==> config.mk <==
export PLATFORM = sky130hd
export DESIGN_NAME = aps_sense
export DESIGN_NICKNAME = d
export VERILOG_FILES = /design/src/core/aps_pkg.sv /design/src/core/aps_sync.sv /design/src/core/aps_sense.sv
export VERILOG_INCLUDE_DIRS = /design/src /design/src/core
export SDC_FILE = /design/constraint.sdc
export NUM_CORES = 1
export LEC_CHECK = 0
export BUFFER_PORTS_ARGS = -buffer_cell sky130_fd_sc_hd__buf_2
export CAP_MARGIN = 20
export CORE_ASPECT_RATIO = 0.8
export CORE_MARGIN = 4
export CORE_UTILIZATION = 55
export DETAILED_ROUTE_END_ITERATION = 7
export PLACE_DENSITY = 0.82
export SLEW_MARGIN = 10
export SYNTH_ARGS = -nofsm -noshare
export SYNTH_HDL_FRONTEND = slang
export SYNTH_HIERARCHICAL = 1
export SYNTH_SLANG_ARGS = --single-unit
==> constraint.sdc <==
create_clock -name pclk -period 13.7 [get_ports pclk]
set_input_delay 2.74 -clock pclk [delete_from_list [all_inputs] [get_ports pclk]]
set_output_delay 2.74 -clock pclk [all_outputs]
set_load 0.02 [all_outputs]
==> src/core/aps_cfg.svh <==
// Constants of the address pin and switch sensing block
// Summary of operation
// - High-side and low-side probes alternate and are never active together.
// - Each probe pulses once every 1024 us; comparator evaluated at each pulse.
// - Comparator output is debounced for 64 us before updating pin state.
// - Low-side probe: one sets high; zero moves high to floating.
// - High-side probe: one sets low; zero moves low to floating.
// - High reports address bit 1, low reports 0, floating reported separately.
// - High to floating starts secure-position move only after 64 ms debounce.
// - Switch input gives closed flag 0 when open, 1 when closed.
// - Switch flag changes only in step with a probe pulse.
// - After each probe pulse switch flag and position are captured together.
// - Readback frame: flag plus address, position high, low, status, checksum.
// - Node address is four programmed bits above three hardwired bits.
`ifndef APS_CFG_SVH
`define APS_CFG_SVH
`define APS_CLK_MHZ 100
`define APS_PERIOD_US 1024
`define APS_PULSE_US 64
`define APS_LOST_MS 64
`define APS_HALF_CYC (`APS_PERIOD_US * `APS_CLK_MHZ / 2)
`define APS_PULSE_CYC (`APS_PULSE_US * `APS_CLK_MHZ)
// Cycles lost to probe register, synchroniser and edge detect before the count can start
`define APS_SETTLE_CYC 8
`define APS_LOST_CYC (`APS_LOST_MS * 1000 * `APS_CLK_MHZ)
`define APS_FRAME_BYTES 5
`define APS_OFF_CTRL 12'h000
`define APS_OFF_STAT 12'h004
`define APS_OFF_POS 12'h008
`define APS_OFF_FRAME0 12'h00C
`define APS_OFF_FRAME1 12'h010
`define APS_OFF_IRQ 12'h014
`define APS_OFF_MASK 12'h018
`define APS_IRQ_W 3
`endif

==> src/core/aps_pkg.sv <==
// Types of the address pin and switch sensing block
package aps_pkg;
   typedef enum logic [1:0]
   {
      APS_FLOAT = 2'b00,
      APS_LOW = 2'b01,
      APS_HIGH = 2'b10
   } aps_pin_t;
endpackage

==> src/core/aps_sync.sv <==
// Three-stage synchroniser with agreement filter
`timescale 1ns/10ps
`include "aps_cfg.svh"
module aps_sync
(
   input wire logic pclk,
   input wire logic presetn,
   input wire logic async_in,
   output logic sync_out
);
   logic [2:0] stage_reg;
   // First stage feeds only the second
   always_ff @(posedge pclk or negedge presetn)
   begin
      if (!presetn)
         stage_reg <= 3'b000;
      else
         stage_reg <= {stage_reg[1:0], async_in};
   end
   // Accept a change only when stages two and three agree
   always_ff @(posedge pclk or negedge presetn)
   begin
      if (!presetn)
         sync_out <= 1'b0;
      else if (stage_reg[1] == stage_reg[2])
         sync_out <= stage_reg[2];
   end
endmodule

==> src/core/aps_sense.sv <==
// Address pin and switch sensing with APB register access
//
// Our own choices: register access over APB and the register offsets.
`timescale 1ns/10ps
`include "aps_cfg.svh"
module aps_sense
#(
   parameter int LOST_CYC = `APS_LOST_CYC,
   parameter int HALF_CYC = `APS_HALF_CYC,
   parameter int PULSE_CYC = `APS_PULSE_CYC
)
(
   input wire logic pclk,
   input wire logic presetn,
   input wire logic psel,
   input wire logic penable,
   input wire logic pwrite,
   input wire logic [11:0] paddr,
   input wire logic [31:0] pwdata,
   output logic [31:0] prdata,
   output logic pready,
   output logic pslverr,
   input wire logic sense_comparator_out,
   input wire logic switch_comparator_out,
   input wire logic [15:0] actual_position,
   input wire logic [7:0] status_flags,
   output logic high_side_probe,
   output logic low_side_probe,
   output logic [1:0] address_state,
   output logic secure_position_req,
   output logic switch_closed_flag,
   output logic irq
);
   logic cmp_sync;
   logic sw_sync;
   logic [31:0] phase_cnt_reg;
   logic [31:0] db_cnt_reg;
   logic [31:0] lost_cnt_reg;
   logic side_reg;
   logic probing_reg;
   logic cmp_ok;
   logic cmp_prev_reg;
   logic eval_pulse;
   logic lost_pending_reg;
   logic [3:0] programmed_address_bits_reg;
   logic [1:0] hw_fixed_reg;
   logic [15:0] pos_latched_reg;
   aps_pkg::aps_pin_t pin_reg;
   aps_pkg::aps_pin_t pin_next;
   logic [2:0] hardwired_address_bits;
   logic [6:0] node_address;
   logic [7:0] checksum;
   logic [`APS_IRQ_W-1:0] irq_stat_reg;
   logic [`APS_IRQ_W-1:0] irq_mask_reg;
   logic [`APS_IRQ_W-1:0] irq_event;
   logic apb_wr;
   logic apb_rd;

   aps_sync u_cmp_sync
   (
      .pclk(pclk),
      .presetn(presetn),
      .async_in(sense_comparator_out),
      .sync_out(cmp_sync)
   );

   aps_sync u_sw_sync
   (
      .pclk(pclk),
      .presetn(presetn),
      .async_in(switch_comparator_out),
      .sync_out(sw_sync)
   );

   // Zero-wait-state APB slave; every access completes in its access cycle
   assign apb_wr = psel && penable && pwrite;
   assign apb_rd = psel && !penable && !pwrite;

   // Probe timing: one pulse each half period, sides alternate so each repeats every period
   always_ff @(posedge pclk or negedge presetn)
   begin
      if (!presetn)
      begin
         phase_cnt_reg <= 32'h0000_0000;
         side_reg <= 1'b0;
         probing_reg <= 1'b0;
      end
      else if (phase_cnt_reg == 32'(HALF_CYC - 1))
      begin
         phase_cnt_reg <= 32'h0000_0000;
         side_reg <= ~side_reg;
         probing_reg <= 1'b1;
      end
      else
      begin
         phase_cnt_reg <= phase_cnt_reg + 32'h0000_0001;
         if (phase_cnt_reg == 32'(PULSE_CYC - 1))
            probing_reg <= 1'b0;
      end
   end

   // Probe outputs are decoded from one side bit so both can never be high
   always_ff @(posedge pclk or negedge presetn)
   begin
      if (!presetn)
      begin
         high_side_probe <= 1'b0;
         low_side_probe <= 1'b0;
      end
      else
      begin
         high_side_probe <= probing_reg && side_reg;
         low_side_probe <= probing_reg && !side_reg;
      end
   end

   // Comparator must hold one value for the pulse after the settle margin to count
   always_ff @(posedge pclk or negedge presetn)
   begin
      if (!presetn)
      begin
         db_cnt_reg <= 32'h0000_0000;
         cmp_prev_reg <= 1'b0;
      end
      else
      begin
         cmp_prev_reg <= cmp_sync;
         if (!probing_reg || cmp_sync != cmp_prev_reg)
            db_cnt_reg <= 32'h0000_0000;
         else
            db_cnt_reg <= db_cnt_reg + 32'h0000_0001;
      end
   end

   // Debounced result; the settle margin covers the sync latency, so the rest of the pulse must be stable
   assign cmp_ok = (db_cnt_reg >= 32'(PULSE_CYC - `APS_SETTLE_CYC)) && cmp_sync;

   // Evaluation at the end of each probe pulse
   assign eval_pulse = probing_reg && (phase_cnt_reg == 32'(PULSE_CYC - 1));

   // Transition table of the address pin
   always_comb
   begin
      pin_next = pin_reg;
      if (!side_reg)
      begin
         if (cmp_ok)
            pin_next = aps_pkg::APS_HIGH;
         else if (pin_reg == aps_pkg::APS_HIGH)
            pin_next = aps_pkg::APS_FLOAT;
      end
      else
      begin
         if (cmp_ok)
            pin_next = aps_pkg::APS_LOW;
         else if (pin_reg == aps_pkg::APS_LOW)
            pin_next = aps_pkg::APS_FLOAT;
      end
   end

   // Address pin state and reported result
   always_ff @(posedge pclk or negedge presetn)
   begin
      if (!presetn)
      begin
         pin_reg <= aps_pkg::APS_FLOAT;
         address_state <= 2'b00;
      end
      else
      begin
         if (eval_pulse)
            pin_reg <= pin_next;
         address_state <= pin_reg;
      end
   end

   // Lost pin debounce; a short dropout never reaches the motion logic
   always_ff @(posedge pclk or negedge presetn)
   begin
      if (!presetn)
      begin
         lost_cnt_reg <= 32'h0000_0000;
         lost_pending_reg <= 1'b0;
         secure_position_req <= 1'b0;
      end
      else if (eval_pulse && pin_reg == aps_pkg::APS_HIGH && pin_next == aps_pkg::APS_FLOAT)
      begin
         lost_pending_reg <= 1'b1;
         lost_cnt_reg <= 32'h0000_0000;
         secure_position_req <= 1'b0;
      end
      else if (lost_pending_reg && pin_reg != aps_pkg::APS_FLOAT)
      begin
         lost_pending_reg <= 1'b0;
         lost_cnt_reg <= 32'h0000_0000;
      end
      else if (lost_pending_reg)
      begin
         if (lost_cnt_reg == 32'(LOST_CYC - 1))
         begin
            lost_pending_reg <= 1'b0;
            secure_position_req <= 1'b1;
         end
         else
            lost_cnt_reg <= lost_cnt_reg + 32'h0000_0001;
      end
      else if (pin_reg != aps_pkg::APS_FLOAT)
         secure_position_req <= 1'b0;
   end

   // Switch flag and position captured as a pair at each pulse end
   always_ff @(posedge pclk or negedge presetn)
   begin
      if (!presetn)
      begin
         switch_closed_flag <= 1'b0;
         pos_latched_reg <= 16'h0000;
      end
      else if (eval_pulse)
      begin
         switch_closed_flag <= sw_sync;
         pos_latched_reg <= actual_position;
      end
   end

   // Programmed address bits, software owned
   always_ff @(posedge pclk or negedge presetn)
   begin
      if (!presetn)
      begin
         programmed_address_bits_reg <= 4'h0;
         hw_fixed_reg <= 2'b00;
      end
      else if (apb_wr && paddr == `APS_OFF_CTRL)
      begin
         programmed_address_bits_reg <= pwdata[6:3];
         hw_fixed_reg <= pwdata[1:0];
      end
   end

   // Node address: sensed bit in the top hardwired position
   assign hardwired_address_bits = {pin_reg == aps_pkg::APS_HIGH, hw_fixed_reg};
   assign node_address = {programmed_address_bits_reg, hardwired_address_bits};
   // Inverted modulo-256 sum with carry wrap over the four data bytes
   always_comb
   begin
      logic [9:0] sum;
      sum = 10'({2'b00, switch_closed_flag, node_address}) + 10'(pos_latched_reg[15:8])
         + 10'(pos_latched_reg[7:0]) + 10'(status_flags);
      sum = 10'(sum[7:0]) + 10'(sum[9:8]);
      checksum = ~(sum[7:0] + {6'b00_0000, sum[9:8]});
   end

   // Sticky events: pin lost, secure request, switch change
   assign irq_event[0] = eval_pulse && pin_reg == aps_pkg::APS_HIGH && pin_next == aps_pkg::APS_FLOAT;
   assign irq_event[1] = lost_pending_reg && lost_cnt_reg == 32'(LOST_CYC - 1);
   assign irq_event[2] = eval_pulse && sw_sync != switch_closed_flag;

   // Write one to clear; a new event in the same cycle wins
   always_ff @(posedge pclk or negedge presetn)
   begin
      if (!presetn)
      begin
         irq_stat_reg <= 3'b000;
         irq_mask_reg <= 3'b000;
      end
      else
      begin
         if (apb_wr && paddr == `APS_OFF_IRQ)
            irq_stat_reg <= (irq_stat_reg & ~pwdata[`APS_IRQ_W-1:0]) | irq_event;
         else
            irq_stat_reg <= irq_stat_reg | irq_event;
         if (apb_wr && paddr == `APS_OFF_MASK)
            irq_mask_reg <= pwdata[`APS_IRQ_W-1:0];
      end
   end

   always_ff @(posedge pclk or negedge presetn)
   begin
      if (!presetn)
         irq <= 1'b0;
      else
         irq <= |(irq_stat_reg & irq_mask_reg);
   end

   // Read data prepared in setup so it stands during the access cycle
   always_ff @(posedge pclk or negedge presetn)
   begin
      if (!presetn)
      begin
         prdata <= 32'h0000_0000;
         pslverr <= 1'b0;
         pready <= 1'b0;
      end
      else
      begin
         pready <= psel && !penable;
         pslverr <= 1'b0;
         if (psel && !penable)
         begin
            pslverr <= !(paddr == `APS_OFF_CTRL || paddr == `APS_OFF_STAT || paddr == `APS_OFF_POS
               || paddr == `APS_OFF_FRAME0 || paddr == `APS_OFF_FRAME1 || paddr == `APS_OFF_IRQ
               || paddr == `APS_OFF_MASK);
         end
         if (apb_rd)
         begin
            unique case (paddr)
               `APS_OFF_CTRL: prdata <= {25'h000_0000, programmed_address_bits_reg, 1'b0, hw_fixed_reg};
               `APS_OFF_STAT: prdata <= {27'h000_0000, secure_position_req, lost_pending_reg,
                  switch_closed_flag, pin_reg};
               `APS_OFF_POS: prdata <= {16'h0000, pos_latched_reg};
               `APS_OFF_FRAME0: prdata <= {pos_latched_reg[7:0], pos_latched_reg[15:8],
                  switch_closed_flag, node_address, 8'h00} >> 8;
               `APS_OFF_FRAME1: prdata <= {16'h0000, checksum, status_flags};
               `APS_OFF_IRQ: prdata <= {29'h0000_0000, irq_stat_reg};
               `APS_OFF_MASK: prdata <= {29'h0000_0000, irq_mask_reg};
               default: prdata <= 32'h0000_0000;
            endcase
         end
      end
   end
endmodule

# Word-level counts from Yosys, hierarchy flattened
# Index checks and enable logic that the tools add are counted.
# classes
addsub,8
mul,0
div,0
order_cmp,1
n_eq_ne,18
shifts,0
n_mux,25
bitwise_logic,7
n_reduce_logical,37
# ops
op,count
2-to-1 mux 32 bit,6
case mux 24 bit (7 select lines),1
adder 32 x 1 -> 32 bit (second input constant),3
equality test 12 x 5 -> 1 bit (second input constant),3
equality test 32 x 13 -> 1 bit (second input constant),1
equality test 32 x 16 -> 1 bit (second input constant),1
equality test 32 x 23 -> 1 bit (second input constant),1
>= comparator 32 x 13 -> 1 bit (second input constant),1
equality test 12 x 4 -> 1 bit (second input constant),2
logical AND 1 bit,16
equality test 12 x 3 -> 1 bit (second input constant),1
zero test 12 bit,1
2-to-1 mux 1 bit,12
adder 10 x 8 -> 10 bit,1
adder 9 x 8 -> 10 bit,1
2-to-1 mux 2 bit,5
adder 8 x 2 -> 9 bit,1
adder 8 x 8 -> 9 bit,1
adder 8 x 1 -> 8 bit,1
NOT 8 bit,1
logical OR 1 bit,7
AND 3 bit,2
bitwise OR 3 bit,2
nonzero test 3 bit,2
16 further kinds,23
# word_totals
ff_bits,179
latchBits,0
mem_bits_rw,0
rom_bits,0
input_bits,75
output_inout_bits,41
n_memories,0

# Longest topological paths before layout
# depth
word_depth,9
depth_mapped,23
mapped_depth_nobuf,23

# Cells and area by module
# The synthesis kept the hierarchy.
# by_module_without_submodules
mod,instances,cells_per_inst,area_each_um2,seq_area_each_um2
aps_sense,1,932,9003.6,4078.9
aps_sync,2,5,111.4,100.1

# Least setup slack after synthesis
# Ideal clock, no wire load.
# synth_path
path_type,input to register
startpoint,input port status_flags[2]
endpoint,register prdata[15]
setup_ns,0.083
arrival_ns,7.140
required_time_ns,13.617
setup_slack_ns,6.477
path_stages,20
path_buffers,0
path_cell_list,fa_1 -> fa_1 -> ha_1 -> a211oi_1 -> o21ai_0 -> a21o_1 -> a21oi_1 -> xnor2_1 -> ha_1 -> inv_1 -> fa_1 -> nor3b_1 -> nand3_1 -> nor3b_1 -> ha_1 -> nor3b_1 -> maj3_1 -> nand4_1 -> xor2_1 -> o21ai_0
# synth_via
elab_chain_cells,5
# synth_rtl
element,line,source
from (decl),aps_sense.sv:26,"input wire logic [7:0] status_flags,"
adder 10 x 8 -> 10 bit,aps_sense.sv:249,+ 10'(pos_latched_reg[7:0]) + 10'(status_flags);
adder 8 x 2 -> 9 bit,aps_sense.sv:250,sum = 10'(sum[7:0]) + 10'(sum[9:8]);
adder 8 x 1 -> 8 bit,aps_sense.sv:251,"checksum = ~(sum[7:0] + {6'b00_0000, sum[9:8]});"
NOT 8 bit,aps_sense.sv:251,
case mux 24 bit (7 select lines),aps_sense.sv:307,unique case (paddr)
to (signal assigned),aps_sense.sv:308,"`APS_OFF_CTRL: prdata <= {25'h000_0000, programmed_address_bits_reg, 1'b0, hw_fixed_reg};"
to (signal assigned),aps_sense.sv:309,"`APS_OFF_STAT: prdata <= {27'h000_0000, secure_position_req, lost_pending_reg,"
to (signal assigned),aps_sense.sv:311,"`APS_OFF_POS: prdata <= {16'h0000, pos_latched_reg};"
to (decl),aps_sense.sv:20,"output logic [31:0] prdata,"
# No other way between the ends.
# A chain may end at the register's enable or synchronous reset.

# Final worst setup path
# layout_path
startpoint,input port status_flags[1]
endpoint,register prdata[15]
# The elaborated chain is that of the path after synthesis.

==> summary.md <==
| Metric | Value |
|---|---|
| Inst Count DP | 1,213 |
| Global-route wire length before repair | 34.5 mm |
| Filler instances | approximately 1,300 |
| Number of global-route vias before repair | 6,883 |
| TNS Setup | 0 ns |
| Top FF cell, synth | dfrtp_1 |
| Slack of the critical path | 6.18 ns |
| Syn Inst Count | 942 |
| Clk slew on worst S/H paths | 0.07 ns |
| Ports | approximately 120 |
| Share of cells above drive strength 1 | 0.154 |
| Worst min path class | reg2reg |
| Drt initial violations | 592 |
| H-tree depth | 4 |
| CP max-delay cell | fa_1 |
| Power density over cell area | 111 mW/mm^2 |
| Sequential share of the synthesized area | 0.464 |
| Initial DRT Pass Iterations | 8 |
| Worst setup endpoint | prdata[15] |
| Hpwl dp | 15.1 mm |
| GR Util All Layers | 0.228 |
| Antenna violations before repair | 0 |
| Layout area overhead | 12.6% |
| Leak Pwr | approximately 4.7 nW |
| CTS Buf Count | 17 |
| Final setup viols | 0 |
| Worst Max-Slew Pin Slew | 1.11 ns |
| Buffers on Ports | 82 |
| Mapped cell area | 0.00923 sq mm |
| Die height | ~120 microns |
| Final Critical Period | 7.52 ns |
| GRT overflow | 0 |
| Worst Path Required | 14.05 ns |
| Cell with the most instances after synthesis | dfrtp_1 |
| Vias post-DR | 7,412 |
| Slowest stage delay, CP | 0.53 ns |
| Ys Warns | 6 |
| Root Driver | clkbuf_16 |
| Max IR drop VDD | 86.2 uV |
| Avg WL per Cell | 17.2 microns |
| Post-synthesis register bit count | roughly 170 |
| R2R setup slack | 8.14 ns |
| Chip width | roughly 150 microns |
| Maximum buffer depth of the clock tree | 2 |
| Arrival @ worst endpoint | 7.87 ns |
| Yosys cell types | 66 |
| Non-filler cells, final | about 1,200 |
| Cts repair resizes | 0 |
| Syn Area/Cell | 9.79 sq um |
| CP startpoint | status_flags[1] |
| RSZ-0062 raised after global routing | no |
| Clk Latency, worst-skew pair | about 0.44 ns |
| Status | completed |
| Total inserted antenna cells | 0 |
| Period utilisation layout | 0.549 |
| Crit Path Class | in2reg |
| Residual DRC | 0 |
| Clk_skew | 0.00974 ns |
| Area leader, netlist | dfrtp_1 |
| Worst r2r src | pos_latched_reg[1] |
| RePlAce Congestion | between 0.9 and 1 |
| End of the worst register-to-register path | prdata[15] |
| Final ANT Viol Nets | 0 |
| Cell depth of the worst flop-to-flop path | 22 |
| Die area | approximately 0.019 sq mm |
| Synth top area cells | dfrtp_1 (46%), nand2_1 (3.7%), fa_1 (3.7%), xnor2_1 (3.4%), xor2_1 (3.4%) |
| Setup crit start kind | input port |
| Hold_buf cts | 0 |
| Layout Nets | 1,123 |
| Setup Buffers After CTS | 0 |
| Critical Path Fanout Max | 4 |
| Pin count of the biggest net entering global routing | between 60 and 70 |
| Worst path cell trace | buf_2 -> inv_1 -> fa_1 -> fa_1 -> inv_1 -> ha_1 -> a211oi_1 -> o21ai_0 -> a21o_1 -> a21oi_1 -> xnor2_1 -> ha_1 -> inv_1 -> fa_1 -> nor3b_1 -> nand3_1 -> nor3b_1 -> ha_1 -> nor3b_1 -> maj3_1 -> nand4_1 -> xor2_1 -> o21ai_0 |
| Post-synth top area share | 0.464 |
| Row cnt | 42 |
| Register area | 0.00428 sq mm |
| Pre-CTS setup slack | 5.82 ns |
| Post-synth EDFFs | 0 |
| Design area | 0.0104 sq mm |
| Sinks on Clock Net | around 170 |
| Core Footprint | 0.0165 sq mm |
| CTS tree | built |
| Rel. slew slack | 0.260 |
| Post-synth top cells | dfrtp_1 (171), nand2_1 (92), nor2_1 (74) |
| DRT Wirelength | ~21 mm |
| Vias/cell | 5.94 |
| Area post-placement | about 0.0098 sq mm |
| Max Cap Viol | 0 |
| Fin. Hold Viols | 0 |
| Initial Util | 0.559 |
| Max Clk Rate | 0.133 GHz |
| Fin. max-slew vios | 0 |
| FFs w/ async S/R, synth | 1.00 |
| Crit end category | flop |
| Area of the multi-input gates | between 0.004 and 0.005 sq mm |
[report_power, final]
group          switching (W)  internal, W  total, W
logic              0.0000857    0.0000593  0.000145
clock network       0.000219     0.000276  0.000495
registers         0.00000468     0.000509  0.000514
[cell type report]
cell class | instances | share of cell area
multi-input cells | 676 | 0.438
repair buffers | 88 | 0.0443
inverters | 60 | 0.0217
flip-flops and latches | 171 | 0.412
clock inverters | 15 | 0.0169
well taps | 220 | 0.0265
clock buffers | 17 | 0.0410
[cells in the final DEF, fill, tap and decap left out, drive strengths merged, types with 12 or more instances in the layout]
cell type | netlist | final
dfrtp | 171 | 171
nand2 | 92 | 92
buf | 17 | 88
nor2 | 75 | 75
inv | 60 | 70
nand3 | 50 | 50
o21ai | 41 | 41
xnor2 | 36 | 36
xor2 | 36 | 36
nand4 | 29 | 29
nor4 | 23 | 23
mux2 | 23 | 23
or3 | 19 | 19
a21oi | 18 | 18
o211ai | 18 | 18
fa | 17 | 17
ha | 17 | 17
clkbuf | 25 | 17
nor3 | 16 | 16
a21o | 13 | 13
and3 | 12 | 12
[routing by layer]
| metal | part of all wire | wire length (microns) | vias to the layer above | GRT usage |
|---|---|---|---|---|
| li1 | - | - | 3464 | - |
| met4 | 0.020 | 434 | 0 | 0.0651 |
| met3 | 0.067 | 1430 | 46 | 0.0556 |
| met5 | 0 | 0 | - | 0 |
| met2 | 0.47 | 10000 | 270 | 0.365 |
| met1 | 0.44 | 9540 | 3632 | 0.316 |
[how the worst min path moves through the flow]
| stage | start | end | slack (ns) | cells past startpoint |
|---|---|---|---|---|
| CTS | u_cmp_sync/stage_reg[0] | u_cmp_sync/stage_reg[1] | 0.35 | 0 |
| floorplan | u_cmp_sync/stage_reg[0] | u_cmp_sync/stage_reg[1] | 0.33 | 0 |
| finish | u_cmp_sync/stage_reg[0] | u_cmp_sync/stage_reg[1] | 0.35 | 0 |
| global route | u_cmp_sync/stage_reg[0] | u_cmp_sync/stage_reg[1] | 0.38 | 0 |
| detailed placement | u_cmp_sync/stage_reg[0] | u_cmp_sync/stage_reg[1] | 0.34 | 0 |
| global placement | u_cmp_sync/stage_reg[0] | u_cmp_sync/stage_reg[1] | 0.34 | 0 |
[cells by family after synthesis]
kind of cell | share of synthesized area
AO/OA/AOI/OAI | 0.114
flip-flops | 0.464
multiplexers | 0.0313
other | 0.000406
XOR/XNOR | 0.0683
adder cells (fa/ha/maj) | 0.0635
buffers and inverters | 0.0472
AND/OR/NAND/NOR | 0.212
[through the flow]
| step | total power [W] | hold WS [ns] | util |
|---|---|---|---|
| 6_report | 0.00115 | 0.352 | 0.629 |
| 5_1_grt | 0.00120 | 0.383 | 0.629 |
| 4_1_cts | 0.00116 | 0.354 | 0.628 |
| 3_5_place_dp | 0.000666 | 0.338 | 0.592 |
| 3_3_place_gp | 0.000661 | 0.336 | 0.592 |
| 2_1_floorplan | 0.000624 | 0.331 | - |
[worst max-delay path, delay by kind of cell]
kind	cells	cell delay, ns
adder cells (fa/ha/maj)	7	2.41
AND/OR/NAND/NOR	5	1.12
AO/OA/AOI/OAI	5	1.03
XOR/XNOR	2	0.34
buffers and inverters	4	0.24
Power figures use the tool's default switching activity.
